## config.mk

```make
export PLATFORM = sky130hd
export DESIGN_NAME = rmc_master_clock_config
export DESIGN_NICKNAME = d
export VERILOG_FILES = /design/src/verilog/rmc_clk_decode.v /design/src/verilog/rmc_master_clock_config.v /design/src/verilog/rmc_serial_rx.v
export VERILOG_INCLUDE_DIRS = /design/src /design/src/include
export SDC_FILE = /design/constraint.sdc
export NUM_CORES = 1
export LEC_CHECK = 0
export CORE_ASPECT_RATIO = 1.25
export CORE_MARGIN = 8
export CORE_UTILIZATION = 54
export DETAILED_ROUTE_END_ITERATION = 8
export DONT_BUFFER_PORTS = 1
export PLACE_DENSITY = 0.84
export SYNTH_ARGS = -nofsm -noshare
export SYNTH_HDL_FRONTEND = slang
export SYNTH_SLANG_ARGS = --single-unit
```

## constraint.sdc

```tcl
create_clock -name i_sys_clk -period 2.04 [get_ports i_sys_clk]
set_input_delay 0.204 -clock i_sys_clk [delete_from_list [all_inputs] [get_ports i_sys_clk]]
set_output_delay 0.204 -clock i_sys_clk [all_outputs]
set_load 0.005 [all_outputs]
```

## src/include/rmc_consts.vh

```
`ifndef RMC_CONSTS_VH
`define RMC_CONSTS_VH

// serial command bus
`define RMC_DEV_ADDR 8'hE8
`define RMC_FRAME_BITS 5'h10
`define RMC_CMD_SYS 4'h1
`define RMC_CMD_MCLK 4'h2
`define RMC_CMD_RCLK 4'h3

// field positions, system setting word
`define RMC_SYS_VAL_SEL 1
`define RMC_SYS_EXT_IND 2
`define RMC_SYS_LIM_LO 4
`define RMC_SYS_LIM_HI 5

// field positions, master clock word
`define RMC_MC_LOCK_MUL 0
`define RMC_MC_XTAL_FREQ 1
`define RMC_MC_XDIV_LO 2
`define RMC_MC_XDIV_HI 3
`define RMC_MC_VCO_STOP 4
`define RMC_MC_EXT_SYNC 5
`define RMC_MC_AMP_LO 6
`define RMC_MC_AMP_HI 7

// field positions, receive output clock word
`define RMC_RC_PDIV_LO 0
`define RMC_RC_PDIV_HI 1
`define RMC_RC_XDIV_LO 2
`define RMC_RC_XDIV_HI 3
`define RMC_RC_BCK_LO 4
`define RMC_RC_BCK_HI 5
`define RMC_RC_LR_LO 6
`define RMC_RC_LR_HI 7

// reset values
`define RMC_SYS_RST 8'h00
`define RMC_MCLK_RST 8'h00
`define RMC_RCLK_RST 8'h00

// two-bit codes
`define RMC_AMP_AUTO 2'h0
`define RMC_AMP_CONT 2'h1
`define RMC_AMP_RSVD 2'h2
`define RMC_AMP_STOP 2'h3
`define RMC_LIM_NONE 2'h0
`define RMC_LIM_96K 2'h1
`define RMC_LIM_48K 2'h2
`define RMC_CODE_MUTE 2'h3

// divide ratios as log2, crystal at base frequency
`define RMC_BCK_BASE_LOG2 3'h2
`define RMC_LR_BASE_LOG2 4'h8

`endif

```

## src/verilog/rmc_clk_decode.v

```verilog
`timescale 1ns/1ps
`include "rmc_consts.vh"

// ************************************************************
// receive output clock ratio decode
// ************************************************************
// ratios are log2 dividers; crystal bit and lr clock ratios follow the crystal
// frequency select so that a doubled crystal keeps their nominal output rates.
module rmc_clk_decode
(
	input wire [7:0] i_rclk_word,
	input wire i_xtal_double,
	output wire [2:0] o_locked_mclk_log2,
	output wire o_locked_mclk_mute,
	output wire [2:0] o_xtal_mclk_log2,
	output wire o_xtal_mclk_mute,
	output wire [2:0] o_xtal_bck_log2,
	output wire o_xtal_bck_mute,
	output wire [3:0] o_xtal_lr_log2,
	output wire o_xtal_lr_mute
);
	wire [1:0] pdiv;
	wire [1:0] xdiv;
	wire [1:0] bck;
	wire [1:0] lr;
	wire bck_slow;
	wire [1:0] bck_eff;

	assign pdiv = i_rclk_word[`RMC_RC_PDIV_HI:`RMC_RC_PDIV_LO];
	assign xdiv = i_rclk_word[`RMC_RC_XDIV_HI:`RMC_RC_XDIV_LO];
	assign bck = i_rclk_word[`RMC_RC_BCK_HI:`RMC_RC_BCK_LO];
	assign lr = i_rclk_word[`RMC_RC_LR_HI:`RMC_RC_LR_LO];

	// locked: 00 half, 01 full, 10 quarter of the lock frequency
	assign o_locked_mclk_log2 = (pdiv == 2'h1) ? 3'h0 : ((pdiv == 2'h2) ? 3'h2 : 3'h1);
	assign o_locked_mclk_mute = (pdiv == `RMC_CODE_MUTE);

	// crystal master clock is a plain 1/1, 1/2, 1/4 of the crystal
	assign o_xtal_mclk_log2 = {1'b0, xdiv};
	assign o_xtal_mclk_mute = (xdiv == `RMC_CODE_MUTE);

	// master clock below bit clock falls back to the slowest bit clock
	// a doubled crystal doubles the master clock but not the bit clock, so the
	// crossover moves up by one divide step
	assign bck_slow = (({1'b0, xdiv} + {1'b0, bck}) > (3'h2 + {2'h0, i_xtal_double}));
	assign bck_eff = bck_slow ? 2'h0 : bck;
	assign o_xtal_bck_log2 = `RMC_BCK_BASE_LOG2 - {1'b0, bck_eff} + {2'h0, i_xtal_double};
	assign o_xtal_bck_mute = (bck == `RMC_CODE_MUTE);
	assign o_xtal_lr_log2 = `RMC_LR_BASE_LOG2 - {2'h0, lr} + {3'h0, i_xtal_double};
	assign o_xtal_lr_mute = (lr == `RMC_CODE_MUTE);
endmodule // rmc_clk_decode

```

## src/verilog/rmc_master_clock_config.v

```verilog
`timescale 1ns/1ps
`include "rmc_consts.vh"

// Notes on behaviour
// - master clock word is command 2, device address E8; receive clock word command 3
// - command 3 carries lr, bit, crystal master and locked master clock fields
// - range limit 10 accepts only rates up to 48k; 11 is reserved
// - extended indicator acts only while the pin shows channel status bit 1
// - extended indicator drives pin high on burst sync, non-pcm sync or bit 1
// - vco stop bit: 0 runs the vco, 1 halts it
// - external sync bit demodulates without pll from a supplied 256fs clock
// - amplifier mode: 00 auto stop when locked, 01 run, 11 stop, 10 reserved
// - switching to continuous run while locked forces one error unless masked
// - auto stop: in-range rate change without lock error starts no rate calculation
// - auto stop: channel status rate change recalculates rate without forcing an error
// - continuous run: every rate change is calculated and flagged
// - locked master clock: 00 half, 01 full, 10 quarter, 11 muted
// - crystal master clock: 00 full, 01 half, 10 quarter, 11 muted
// - crystal bit clock: 3.072, 6.144, 12.288 MHz or muted
// - crystal lr clock: 48, 96, 192 kHz or muted
// - master clock slower than bit clock forces 3.072 MHz, transmit side too
module rmc_master_clock_config
(
	input wire i_sys_clk,
	input wire i_rst_n,
	input wire i_ser_clk,
	input wire i_ser_data,
	input wire i_ser_enable,
	input wire i_chip_address_upper,
	input wire i_chip_address_lower,
	input wire i_pll_locked,
	input wire i_rate_change_not_error,
	input wire i_rate_changed,
	input wire i_cs_rate_changed,
	input wire i_rate_over_48k,
	input wire i_rate_over_96k,
	input wire i_cs_bit1,
	input wire i_burst_sync,
	input wire i_nonpcm_sync,
	input wire i_validity,
	input wire [1:0] i_transmit_bit_clock_rate,
	input wire [1:0] i_transmit_master_div,
	output reg o_lock_multiple_select,
	output reg o_crystal_frequency_select,
	output reg [1:0] o_crystal_clock_output_log2,
	output reg o_crystal_clock_output_mute,
	output reg o_vco_stop,
	output reg o_external_sync_demod,
	output reg [1:0] o_oscillator_amp_mode,
	output reg o_amp_run,
	output reg o_receive_error_force,
	output reg o_rate_calc_req,
	output reg o_rate_accept,
	output reg o_nonpcm_or_validity_pin,
	output reg [2:0] o_locked_mclk_log2,
	output reg o_locked_mclk_mute,
	output reg [2:0] o_xtal_mclk_log2,
	output reg o_xtal_mclk_mute,
	output reg [2:0] o_xtal_bck_log2,
	output reg o_xtal_bck_mute,
	output reg [3:0] o_xtal_lr_log2,
	output reg o_xtal_lr_mute,
	output reg [1:0] o_transmit_bit_clock_eff
);
	// ************************************************************
	// command reception
	// ************************************************************
	wire wr;
	wire [3:0] cmd;
	wire [1:0] chip;
	wire [7:0] data;
	wire hit;

	rmc_serial_rx u_rx
	(
		.i_sys_clk(i_sys_clk),
		.i_rst_n(i_rst_n),
		.i_ser_clk(i_ser_clk),
		.i_ser_data(i_ser_data),
		.i_ser_enable(i_ser_enable),
		.o_wr(wr),
		.o_cmd(cmd),
		.o_chip_addr(chip),
		.o_data(data)
	);

	assign hit = wr && chip == {i_chip_address_upper, i_chip_address_lower};

	// ************************************************************
	// command registers
	// ************************************************************
	// write only: software cannot read these back, so the master clock word
	// is mirrored onto outputs for the surrounding logic
	reg [7:0] sys_r;
	reg [7:0] mclk_r;
	reg [7:0] rclk_r;

	always @(posedge i_sys_clk)
	begin
		if (!i_rst_n)
		begin
			sys_r <= `RMC_SYS_RST;
			mclk_r <= `RMC_MCLK_RST;
			rclk_r <= `RMC_RCLK_RST;
		end
		else if (hit)
		begin
			if (cmd == `RMC_CMD_SYS)
				sys_r <= data;
			if (cmd == `RMC_CMD_MCLK)
				mclk_r <= data;
			if (cmd == `RMC_CMD_RCLK)
				rclk_r <= data;
		end
	end

	wire [1:0] amp_mode;
	wire [1:0] xdiv;
	wire [1:0] lim;
	wire mode_to_cont;

	assign amp_mode = mclk_r[`RMC_MC_AMP_HI:`RMC_MC_AMP_LO];
	assign xdiv = mclk_r[`RMC_MC_XDIV_HI:`RMC_MC_XDIV_LO];
	assign lim = sys_r[`RMC_SYS_LIM_HI:`RMC_SYS_LIM_LO];
	// a write that moves the amplifier into continuous run
	assign mode_to_cont = hit && cmd == `RMC_CMD_MCLK
		&& data[`RMC_MC_AMP_HI:`RMC_MC_AMP_LO] == `RMC_AMP_CONT
		&& amp_mode != `RMC_AMP_CONT;

	// ************************************************************
	// clock ratio decode
	// ************************************************************
	wire [2:0] lm_log2;
	wire lm_mute;
	wire [2:0] xm_log2;
	wire xm_mute;
	wire [2:0] xb_log2;
	wire xb_mute;
	wire [3:0] xl_log2;
	wire xl_mute;

	rmc_clk_decode u_dec
	(
		.i_rclk_word(rclk_r),
		.i_xtal_double(mclk_r[`RMC_MC_XTAL_FREQ]),
		.o_locked_mclk_log2(lm_log2),
		.o_locked_mclk_mute(lm_mute),
		.o_xtal_mclk_log2(xm_log2),
		.o_xtal_mclk_mute(xm_mute),
		.o_xtal_bck_log2(xb_log2),
		.o_xtal_bck_mute(xb_mute),
		.o_xtal_lr_log2(xl_log2),
		.o_xtal_lr_mute(xl_mute)
	);

	// ************************************************************
	// amplifier, rate calculation and indicator pin
	// ************************************************************
	reg amp_run_nxt;
	reg calc_nxt;
	reg accept_nxt;
	reg pin_nxt;

	always @*
	begin
		case (amp_mode)
			`RMC_AMP_AUTO: amp_run_nxt = ~i_pll_locked;
			`RMC_AMP_CONT: amp_run_nxt = 1'b1;
			`RMC_AMP_STOP: amp_run_nxt = 1'b0;
			default: amp_run_nxt = ~i_pll_locked;
		endcase
		// status rate change always recalculates; a bare input change only
		// while the amplifier is running to measure it
		if (amp_mode == `RMC_AMP_CONT)
			calc_nxt = i_rate_changed | i_cs_rate_changed;
		else
			calc_nxt = i_cs_rate_changed | (i_rate_changed & amp_run_nxt);
		case (lim)
			`RMC_LIM_NONE: accept_nxt = 1'b1;
			`RMC_LIM_96K: accept_nxt = ~i_rate_over_96k;
			`RMC_LIM_48K: accept_nxt = ~i_rate_over_48k;
			default: accept_nxt = 1'b1;
		endcase
		if (sys_r[`RMC_SYS_VAL_SEL])
			pin_nxt = i_validity;
		else if (sys_r[`RMC_SYS_EXT_IND])
			pin_nxt = i_cs_bit1 | i_burst_sync | i_nonpcm_sync;
		else
			pin_nxt = i_cs_bit1;
	end

	// transmit bit clock fallback uses the receive comparison without the doubled crystal step
	wire tx_slow;
	assign tx_slow = i_transmit_master_div > (2'h2 - i_transmit_bit_clock_rate);

	// ************************************************************
	// output registers
	// ************************************************************
	always @(posedge i_sys_clk)
	begin
		if (!i_rst_n)
		begin
			o_lock_multiple_select <= 1'b0;
			o_crystal_frequency_select <= 1'b0;
			o_crystal_clock_output_log2 <= 2'h0;
			o_crystal_clock_output_mute <= 1'b0;
			o_vco_stop <= 1'b0;
			o_external_sync_demod <= 1'b0;
			o_oscillator_amp_mode <= 2'h0;
			o_amp_run <= 1'b1;
			o_receive_error_force <= 1'b0;
			o_rate_calc_req <= 1'b0;
			o_rate_accept <= 1'b1;
			o_nonpcm_or_validity_pin <= 1'b0;
			o_locked_mclk_log2 <= 3'h1;
			o_locked_mclk_mute <= 1'b0;
			o_xtal_mclk_log2 <= 3'h0;
			o_xtal_mclk_mute <= 1'b0;
			o_xtal_bck_log2 <= `RMC_BCK_BASE_LOG2;
			o_xtal_bck_mute <= 1'b0;
			o_xtal_lr_log2 <= `RMC_LR_BASE_LOG2;
			o_xtal_lr_mute <= 1'b0;
			o_transmit_bit_clock_eff <= 2'h0;
		end
		else
		begin
			o_lock_multiple_select <= mclk_r[`RMC_MC_LOCK_MUL];
			o_crystal_frequency_select <= mclk_r[`RMC_MC_XTAL_FREQ];
			// reserved code 10 is run as full rate rather than left undefined
			o_crystal_clock_output_log2 <= {1'b0, xdiv == 2'h1};
			o_crystal_clock_output_mute <= (xdiv == `RMC_CODE_MUTE);
			o_vco_stop <= mclk_r[`RMC_MC_VCO_STOP];
			o_external_sync_demod <= mclk_r[`RMC_MC_EXT_SYNC];
			o_oscillator_amp_mode <= amp_mode;
			o_amp_run <= amp_run_nxt;
			o_receive_error_force <= mode_to_cont & i_pll_locked & ~i_rate_change_not_error;
			o_rate_calc_req <= calc_nxt;
			o_rate_accept <= accept_nxt;
			o_nonpcm_or_validity_pin <= pin_nxt;
			o_locked_mclk_log2 <= lm_log2;
			o_locked_mclk_mute <= lm_mute;
			o_xtal_mclk_log2 <= xm_log2;
			o_xtal_mclk_mute <= xm_mute;
			o_xtal_bck_log2 <= xb_log2;
			o_xtal_bck_mute <= xb_mute;
			o_xtal_lr_log2 <= xl_log2;
			o_xtal_lr_mute <= xl_mute;
			o_transmit_bit_clock_eff <= (tx_slow && i_transmit_bit_clock_rate != `RMC_CODE_MUTE)
				? 2'h0 : i_transmit_bit_clock_rate;
		end
	end
endmodule // rmc_master_clock_config

```

## src/verilog/rmc_serial_rx.v

```verilog
`timescale 1ns/1ps
`include "rmc_consts.vh"

// ************************************************************
// serial command receiver
// ************************************************************
// device address is shifted in lsb first while enable is low, then the
// sixteen command bits while enable is high; the frame is taken on the
// falling edge of enable only if exactly sixteen bits arrived.
module rmc_serial_rx
(
	input wire i_sys_clk,
	input wire i_rst_n,
	input wire i_ser_clk,
	input wire i_ser_data,
	input wire i_ser_enable,
	output reg o_wr,
	output reg [3:0] o_cmd,
	output reg [1:0] o_chip_addr,
	output reg [7:0] o_data
);
	reg clk_d_r;
	reg en_d_r;
	reg [7:0] addr_r;
	reg [15:0] shift_r;
	reg [4:0] cnt_r;
	wire rise;
	wire en_fall;

	assign rise = i_ser_clk & ~clk_d_r;
	assign en_fall = en_d_r & ~i_ser_enable;

	always @(posedge i_sys_clk)
	begin
		if (!i_rst_n)
		begin
			clk_d_r <= 1'b0;
			en_d_r <= 1'b0;
			addr_r <= 8'h00;
			shift_r <= 16'h0000;
			cnt_r <= 5'h00;
			o_wr <= 1'b0;
			o_cmd <= 4'h0;
			o_chip_addr <= 2'h0;
			o_data <= 8'h00;
		end
		else
		begin
			clk_d_r <= i_ser_clk;
			en_d_r <= i_ser_enable;
			o_wr <= 1'b0;
			if (!i_ser_enable && en_d_r)
				cnt_r <= 5'h00;
			else if (rise && i_ser_enable && cnt_r != 5'h1F)
				cnt_r <= cnt_r + 5'h01;
			if (rise && !i_ser_enable)
				addr_r <= {i_ser_data, addr_r[7:1]};
			if (rise && i_ser_enable)
				shift_r <= {i_ser_data, shift_r[15:1]};
			if (en_fall && cnt_r == `RMC_FRAME_BITS && addr_r == `RMC_DEV_ADDR)
			begin
				o_wr <= 1'b1;
				o_chip_addr <= shift_r[1:0];
				o_cmd <= shift_r[7:4];
				o_data <= shift_r[15:8];
			end
		end
	end
endmodule // rmc_serial_rx
```

Word level (Yosys, flattened, before mapping)
Cells that the tools add are included.

Memories kept: 0. Flip-flop bits (word level): 100. Bits of input ports: 21. Output and inout bits: 33. Bits in latches: 0. ROM bits: 0. Memory bits (writable): 0. Word-level logic and storage cells: 111.

Reduce and logical (&&, ||, !) cells: 18. Bitwise operators: 16. Add/sub/neg operators: 8. Equal/unequal tests: 22. Shifts and indexed selects: 0. Muxes and demuxes: 9. Divide/modulo/power cells: 0. Magnitude comparators: 2. Multipliers: 0.

Operators with widths (number): 2-bit equality test (second input constant) (8); 1-bit logical AND (11); 2-bit by 1-bit equality test with 1-bit output (second input constant) (5); 4-bit by 2-bit equality test with 1-bit output (second input constant) (2); 8-bit equality test (second input constant) (1); 1-bit NOT (7); 2-bit AND reduction (3); 2-bit OR reduction (3); 5-bit by 1-bit adder with 5-bit output (second input constant) (1); 1-bit AND (5); 5-bit equality test (second input constant) (1); 1-bit 2-to-1 mux (5); 5-bit != test (second input constant) (1); 4-bit by 1-bit adder with 4-bit output (1); 4-bit by 1-bit equality test with 1-bit output (second input constant) (1); 2-bit 2-to-1 mux (2); 1-bit OR (4); 1-bit case mux with 2 select lines (2); 4-bit by 2-bit subtractor with 4-bit output (first input constant) (1); 2-bit by 1-bit adder with 3-bit output (first input constant) (1); 2-bit by 2-bit adder with 3-bit output (1); 3-bit by 1-bit adder with 3-bit output (1); 3-bit greater-than comparator (1); 2-bit by 2-bit subtractor with 3-bit output (first input constant) (1); 6 further kinds (6).

Longest topological paths before layout
Gate-level depths: netlist of the first run.

Depth in word-level cells: 7. Gate-level depth with buffers: 9. Depth with buffers taken out: 9.

By module
From an unflattened synthesis of the first run, not the netlist that was laid out.

Cell total of the unflattened synthesis: 400. Area, all modules: 3912.5 µm².

Modules (own cells, without submodules): rmc_serial_rx (seq. area each 920.9 µm², times used 1, area each 1851.8 µm², cells an instance 199); rmc_master_clock_config (seq. area each 1041.0 µm², times used 1, area each 1831.8 µm², cells an instance 172); rmc_clk_decode (seq. area each 0.0 µm², times used 1, area each 229.0 µm², cells an instance 29).

Least setup slack after synthesis of the first run
OpenSTA, ideal clock, no wires.

Path kind: register to register. Start: register u_rx.cnt_r[0]. End: register u_rx.o_chip_addr[0]. Arrival: 1.820 ns. Slack: 0.149 ns. Period minus slack after synthesis: 1.891 ns. Path buffers: 1. Setup time: 0.072 ns. Cell stages (with the launch flop): 7. Required time: 1.968 ns. Path through: dfxtp_1 inv_1 ha_1 or4b_4 nor4_4 buf_6 mux2i_1.

Word-level cells in the longest chain between the ends: 3.

Ends and longest elaborated chain: start: declaration (line rmc_serial_rx.v:26) `reg [4:0] cnt_r;`; start signal: assignment (line rmc_serial_rx.v:55) `cnt_r <= cnt_r + 5'h01;`; 5-bit equality test (no line); 1-bit logical AND (no line) (2 in series); end signal: assignment (line rmc_serial_rx.v:63) `o_chip_addr <= shift_r[1:0];`; end: declaration (line rmc_serial_rx.v:19) `output reg [1:0] o_chip_addr,`.

No other way between the ends. A chain may end at the register's enable or synchronous reset.

Final worst setup path of the first run
Start: register rclk_r[4]. End: register o_xtal_bck_log2[1].

Word-level cells in the longest chain between the ends: 5.

Ends and longest elaborated chain: start: declaration (line rmc_master_clock_config.v:96) `reg [7:0] rclk_r;`; start signal: assignment (line rmc_master_clock_config.v:104) `` rclk_r <= `RMC_RCLK_RST; ``; start signal: assignment (line rmc_master_clock_config.v:113) `rclk_r <= data;`; 2-bit by 2-bit adder with 3-bit output (line rmc_clk_decode.v:45) `assign bck_slow = (({1'b0, xdiv} + {1'b0, bck}) > (3'h2 + {2'h0, i_xtal_double}));`; 3-bit greater-than comparator (line rmc_clk_decode.v:45); 2-bit 2-to-1 mux * (line rmc_clk_decode.v:46) `assign bck_eff = bck_slow ? 2'h0 : bck;`; 2-bit by 2-bit subtractor with 3-bit output (no line) *; 3-bit by 1-bit adder with 3-bit output (no line) *; end signal: assignment (line rmc_master_clock_config.v:219) `` o_xtal_bck_log2 <= `RMC_BCK_BASE_LOG2; ``; end signal: assignment (line rmc_master_clock_config.v:244) `o_xtal_bck_log2 <= xb_log2;`; end: declaration (line rmc_master_clock_config.v:59) `output reg [2:0] o_xtal_bck_log2,`.

Every way passes the cells marked *; elsewhere a longest branch is shown, timed or not.

==> metrics.md, run 1 <==
| Metric | Value |
|---|---|
| Core ar. | `roughly 0.007 mm²` |
| Average size of a mapped cell | `around 9.8 µm²` |
| CP most frequent cell | `ha_1` |
| Layout cells sized above 1 | `0.0662` |
| CTS tree | `built` |
| Seq cells post-synth | `between 90 and 100` |
| CP Launch Type | `flip-flop` |
| # setup viols final | `0` |
| First-pass GRT wire length | `11.0 mm` |
| FF/Latch Area | `roughly 0.0019 mm²` |
| Ant diodes | `0` |
| GRT Total Usage | `0.137` |
| Vias in the first global route | `2400` |
| Post-cts repair resize count | `0` |
| Pre-CTS setup slack | `about 0.24 ns` |
| Tightest Pin Transition | `0.573 ns` |
| Post-cts hold buffer count | `11` |
| Final hold viol count | `0` |
| Final period utilization | `0.900` |
| Worst-Skew Late Latency | `approximately 0.36 ns` |
| Core Util, Final | `0.602` |
| Critical path fanouts, max | `4` |
| YS warnings | `0` |
| Clock root buffer master | `clkbuf_8` |
| Vias per cell | `5.14` |
| Cells along the critical path | `ha_1 > inv_1 > ha_1 > nor2_1 > a21oi_1 > and2_1 > ha_1 > ha_1 > nand2_1` |
| Hpwl dp | `4.58 mm` |
| Largest net degree at the start of global routing | `78` |
| DIE WIDTH | `90.4 µm` |
| Hold Path Depth | `2` |
| Clk slew on worst S/H paths | `approximately 0.090 ns` |
| Clock sink count | `96` |
| Max-slew violations | `0` |
| H-tree lvl count | `3` |
| Num ports | `54` |
| Area leader, netlist | `dfxtp_1` |
| Syn Inst Count | `around 380` |
| Worst Skew | `0.0127 ns` |
| Max clock buf depth | `2` |
| Initial Util | `0.545` |
| Port bufs | `0` |
| Critical path type | `flip-flop to flip-flop` |
| Required @ worst endpoint | `roughly 2.3 ns` |
| Die Y | `109 µm` |
| CP max stage cell | `dfxtp_1` |
| Max Fclk | `0.545 GHz` |
| DRT Pass-1 Iters | `4` |
| Total grt overflow | `0` |
| Num rows | `34` |
| Slew headroom | `0.618` |
| Total setup buffers inserted after CTS | `0` |
| Drt first-iter violations | `~110` |
| Main combinational cell family by area after synthesis | `simple AND/OR/NAND/NOR gates` |
| Simple-Gate Fraction of Synth Area | `0.193` |
| Initial antenna violation count | `0` |
| Residual DRC count | `0` |
| Max cap viols | `0` |
| Antenna Nets Post-Route | `0` |
| Post-Synth XOR/XNOR Area | `0.00704` |
| PnR worst setup slack | `0.204 ns` |
| Peak per-stage delay on the critical path | `0.35 ns` |
| Worst hold path type | `input pin to flip-flop` |
| Post-synthesis sequential area ratio | `0.515` |
| RSZ-0062 raised after global routing | `false` |
| Post-synth cell types | `38` |
| Cell area after synthesis | `0.00373 mm²` |
| Synth Area in Compound Gates | `0.0540` |
| WL final | `6.67 mm` |
| Multi-input gate area | `0.00163 mm²` |
| Area grow syn2layout | `10.5%` |
| Min cycle time layout | `1.84 ns` |
| Drt wl/cell | `about 14 µm` |
| Critical Path AT | `about 2.1 ns` |
| Die area | `0.00984 mm²` |
| Nets | `between 400 and 500` |
| Fillers | `556` |
| Yosys top cell area share | `0.515` |
| Peak VDD IR | `0.000360 V` |
| GPL Wtd Cong | `0.791` |
| R2R cell count | `9` |
| Synth area leaders | `dfxtp_1, mux2i_1, nand2_1` |
| Power per cell area | `768 mW/mm²` |
| CP endpoint kind | `flip-flop` |
| Leakage | `1.69 nW` |
| TritonCTS buffer count | `9` |
| Routed vias | `about 2.5k` |
| TNS Setup | `0 ns` |
| Status | `completed` |
| Post-synthesis mux area share | `0.118` |
| Adder-cell share of the synthesized area | `0.0624` |
## critical path: cells and delay by family, from the launching register on
kind                       cells  cell delay [ns]
and+or+nand+nor                3             0.29
buffers and inverters          1             0.04
DFF                            1             0.35
AOI/OAI and AO/OA              1             0.08
adders and majority gates      4             0.97
## worst paths after layout
check        slack [ns]                                to                    from
max                0.20     o_xtal_bck_log2[1]$_SDFF_PN1_  rclk_r[4]$_SDFFE_PN0P_
min reg2reg        0.44  o_external_sync_demod$_SDFF_PN0_  mclk_r[5]$_SDFFE_PN0N_
max reg2reg        0.20     o_xtal_bck_log2[1]$_SDFF_PN1_  rclk_r[4]$_SDFFE_PN0P_
min                0.02        u_rx.cnt_r[2]$_SDFFE_PP0P_                 i_rst_n
## cells in the final DEF (no fill, tap or decap), types with 2 or more instances in the layout
master         instances
nor4bb_1               2
buf_4                  5
conb_1                 3
and3_1                 5
nand2b_1               4
xnor2_1                3
nor2b_1               12
nand3b_1               2
a21oi_1                6
a21boi_0               5
nor2_1                 6
o21ai_0                4
nand2_1               87
mux2i_1               43
nand4b_1               2
ha_1                  17
nand3_1                2
and2_1                 8
nand4_1                2
clkinv_4               2
inv_1                 23
a21boi_1              11
inv_6                  3
o21a_1                 2
dfxtp_1               96
dlygate4sd3_1         10
clkbuf_8               9
and3b_1                4
## metrics by stage
step / std cells / power (mW) / instance area, µm² / hold WS, ns
finish: 483 / 3.17 / 4120 / 0.0181
global route: 483 / 3.28 / 4120 / 0.00193
CTS: 483 / 3.20 / 4120 / 0.00250
detailed placement: 456 / 2.02 / 3810 / 0.284
global placement: 456 / 2.01 / 3810 / 0.279
floorplan: 381 / 2.03 / 3740 / 0.328
## power by group
part           internal (mW)  switching [mW]  total [mW]
registers               1.89         0.00826        1.89
clock network          0.467           0.683        1.15
logic                 0.0599          0.0630       0.123
total                   2.41           0.754        3.17
## state kept, by name, indices dropped and copies added (netlist names), 3 cells and up
register and count:
o_xtal_lr_log2 4, sys_r 4, u_rx.o_data 8, u_rx.cnt_r 5, u_rx.addr_r 8, u_rx.shift_r 16
mclk_r 8, u_rx.o_cmd 4, o_xtal_bck_log2 3, rclk_r 8
## synthesized netlist by cell type (all sizes together)
cell type	count
clkbuf	16
o21ai	4
nand3	2
nand4b	2
or4	1
conb	1
and3	5
nor2	6
a21boi	16
nand2	87
or4bb	1
a2111oi	1
nor2b	12
o21a	2
inv	23
or4b	1
and3b	4
mux2	1
nor4bb	2
a21oi	6
and2	8
xnor2	3
nand2b	4
ha	17
mux2i	43
nand3b	2
nor3b	1
buf	5
and4b	1
fa	1
nor4	1
nor4b	1
nand4	2
o31ai	1
dfxtp	96
## kinds of logic (layout without fill, tap and decap cells)
logic type,Yosys count,in the layout
simple gates,143,143
mux,44,44
buf+inv,44,56
flops,96,96
other cells,1,3
fa+ha+maj,18,18
compound gates,30,30
xor+xnor,3,3
## routing by layer
metal / share of wire / global-route usage
met2: 0.51 / 0.243
met3: 0.044 / 0.0420
met1: 0.43 / 0.146
met4: 0.019 / 0.0679
met5: 0 / 0
## final cells by class
class	count	share of cell area
Sequential cell	96	0.466
Multi-Input combinational cell	241	0.396
Timing Repair Buffer	17	0.0449
Clock buffer	9	0.0300
Tap cell	90	0.0273
Inverter	23	0.0209
Clock inverter	7	0.0146
(Power assumes the default switching activity.)
==> inputs of run 2 (changes only) <==
PLACE_DENSITY = 0.72   (was 0.84)
==> metrics.md, run 2 (same netlist as run 1, synthesis figures left out) <==
| Metric | Value |
|---|---|
| Clk slew on worst S/H paths | `0.09 ns` |
| Power per cell area | `between 700 and 800 mW/mm²` |
| RR Endpoint | `u_rx.o_data[3]$_SDFFE_PN0P_` |
| Critical Path AT | `roughly 2.2 ns` |
| Final std cells w/o fill | `485` |
| Dpl cell area | `~0.0038 mm²` |
| CP max stage cell | `or4b_4` |
| RSZ-0062 raised after global routing | `false` |
| Dpl cells | `456` |
| Max reg flops | `16` |
| Largest net degree at the start of global routing | `78` |
| Num rows | `34` |
| Final period utilization | `0.917` |
| Max-slew violations | `0` |
| Die Y | `109 µm` |
| Min cycle time layout | `roughly 1.9 ns` |
| Status | `completed` |
| DRT Pass-1 Iters | `5` |
| Hold path start | `i_ser_data` |
| Hold slack | `~0.0075 ns` |
| Layout cells sized above 1 | `0.0658` |
| Total grt overflow | `0` |
| Clock root buffer master | `clkbuf_8` |
| Multi-input gate area | `0.00163 mm²` |
| DIE WIDTH | `90.4 µm` |
| Die area | `0.00984 mm²` |
| Most common cell after layout, fill and taps aside | `dfxtp_1` |
| WHS Endpoint | `u_rx.addr_r[7]$_SDFFE_PN0P_` |
| TNS Setup | `0 ns` |
| Post-cts repair resize count | `0` |
| Antenna Nets Post-Route | `0` |
| Peak per-stage delay on the critical path | `0.47 ns` |
| TritonCTS buffer count | `9` |
| Max Fclk | `0.535 GHz` |
| Area grow syn2layout | `10.7%` |
| Hpwl dp | `~4.6 mm` |
| Routed vias | `2454` |
| Design Area, Final | `0.00413 mm²` |
| Worst Skew | `around 0.012 ns` |
| Peak VDD IR | `0.000387 V` |
| Nets | `429` |
| CP endpoint kind | `flip-flop` |
| Worst hold path type | `input pin to flip-flop` |
| Clock sink count | `96` |
| GRT Total Usage | `0.149` |
| Slew headroom | `0.590` |
| Max clock buf depth | `2` |
| Vias in the first global route | `2471` |
| Cells along the critical path | `inv_1 > ha_1 > or4b_4 > nor4_4 > buf_4 > mux2i_1` |
| Final hold viol count | `0` |
| Hold Path Depth | `2` |
| Ant diodes | `0` |
| CP Launch Type | `flip-flop` |
| Leakage | `1.69 nW` |
| First-pass GRT wire length | `11.6 mm` |
| R2R cell count | `6` |
| Core ar. | `0.00685 mm²` |
| # setup viols final | `0` |
| Setup slack, reg-to-reg | `0.17 ns` |
| Fillers | `around 600` |
| Required @ worst endpoint | `2.33 ns` |
| Launching point of the worst reg2reg path | `u_rx.cnt_r[0]$_SDFFE_PP0P_` |
| Drt wl/cell | `14.2 µm` |
| Tightest Pin Transition | `a little over 0.6 ns` |
| GPL Wtd Cong | `0.789` |
| FF/Latch Area | `0.00192 mm²` |
| WL final | `6.89 mm` |
| Port bufs | `0` |
| Core Util, Final | `0.603` |
| Most flops, register | `u_rx.shift_r` |
| Num ports | `54` |
| Residual DRC count | `0` |
| Pre-CTS setup slack | `0.172 ns` |
| CTS tree | `built` |
| Drt first-iter violations | `67` |
| Initial antenna violation count | `0` |
| Vias per cell | `5.06` |
| PnR worst setup slack | `0.169 ns` |
| Most frequent cells in the layout | `dfxtp_1, nand2_1, mux2i_1, inv_1, ha_1` |
| Max cap viols | `0` |
| Critical path fanouts, max | `15` |
| Initial Util | `0.545` |
| H-tree lvl count | `3` |
| Overall power | `3.18 mW` |
| Critical path type | `flip-flop to flip-flop` |
| Worst-Skew Late Latency | `0.37 ns` |
run 2: layout make-up:
type | count | share of cell area
multi-input combinational | 241 | 0.395
clock buffer | 9 | 0.0300
tap | 90 | 0.0272
inverter | 23 | 0.0209
sequential | 96 | 0.465
timing repair buffer | 19 | 0.0466
clock inverter | 7 | 0.0148
run 2: worst max path at each step:
stage                                from                               end  slack [ns]  cells after the start
4_1_cts        u_rx.cnt_r[0]$_SDFFE_PP0P_       u_rx.o_data[3]$_SDFFE_PN0P_        0.15                      6
6_report       u_rx.cnt_r[0]$_SDFFE_PP0P_       u_rx.o_data[3]$_SDFFE_PN0P_        0.17                      6
3_5_place_dp   u_rx.cnt_r[0]$_SDFFE_PP0P_       u_rx.o_data[3]$_SDFFE_PN0P_        0.17                      6
5_1_grt        u_rx.cnt_r[0]$_SDFFE_PP0P_       u_rx.o_data[4]$_SDFFE_PN0P_        0.05                      6
3_3_place_gp   u_rx.cnt_r[0]$_SDFFE_PP0P_       u_rx.o_data[2]$_SDFFE_PN0P_        0.26                      6
2_1_floorplan  u_rx.cnt_r[0]$_SDFFE_PP0P_  u_rx.o_chip_addr[0]$_SDFFE_PN0P_        0.15                      6
run 2: report_power, final:
group          switching (mW)  internal (mW)
combinational          0.0644         0.0625
clock                   0.695          0.468
sequential            0.00857           1.89
run 2: timing repair:
item,in CTS,in global routing
buffers inserted,0,0
endpoints found under the setup margin,0,0
hold endpoints to repair,75,1
hold buffers,12,1
run 2: layer usage:
metal,routed length (µm),vias up,global-route usage
met5,0,-,0
met4,150,0,0.0810
met3,332,13,0.0496
met2,3420,43,0.265
met1,2990,1145,0.154
li1,-,1253,-
run 2: critical path, delay by kind of cell (launching register included):
| family | cells | cell delay [ns] |
|---|---|---|
| AND/OR/NAND/NOR | 2 | 0.73 |
| buffers and inverters | 2 | 0.37 |
| flip-flops | 1 | 0.36 |
| multiplexers | 1 | 0.23 |
| adder cells (fa/ha/maj) | 1 | 0.12 |
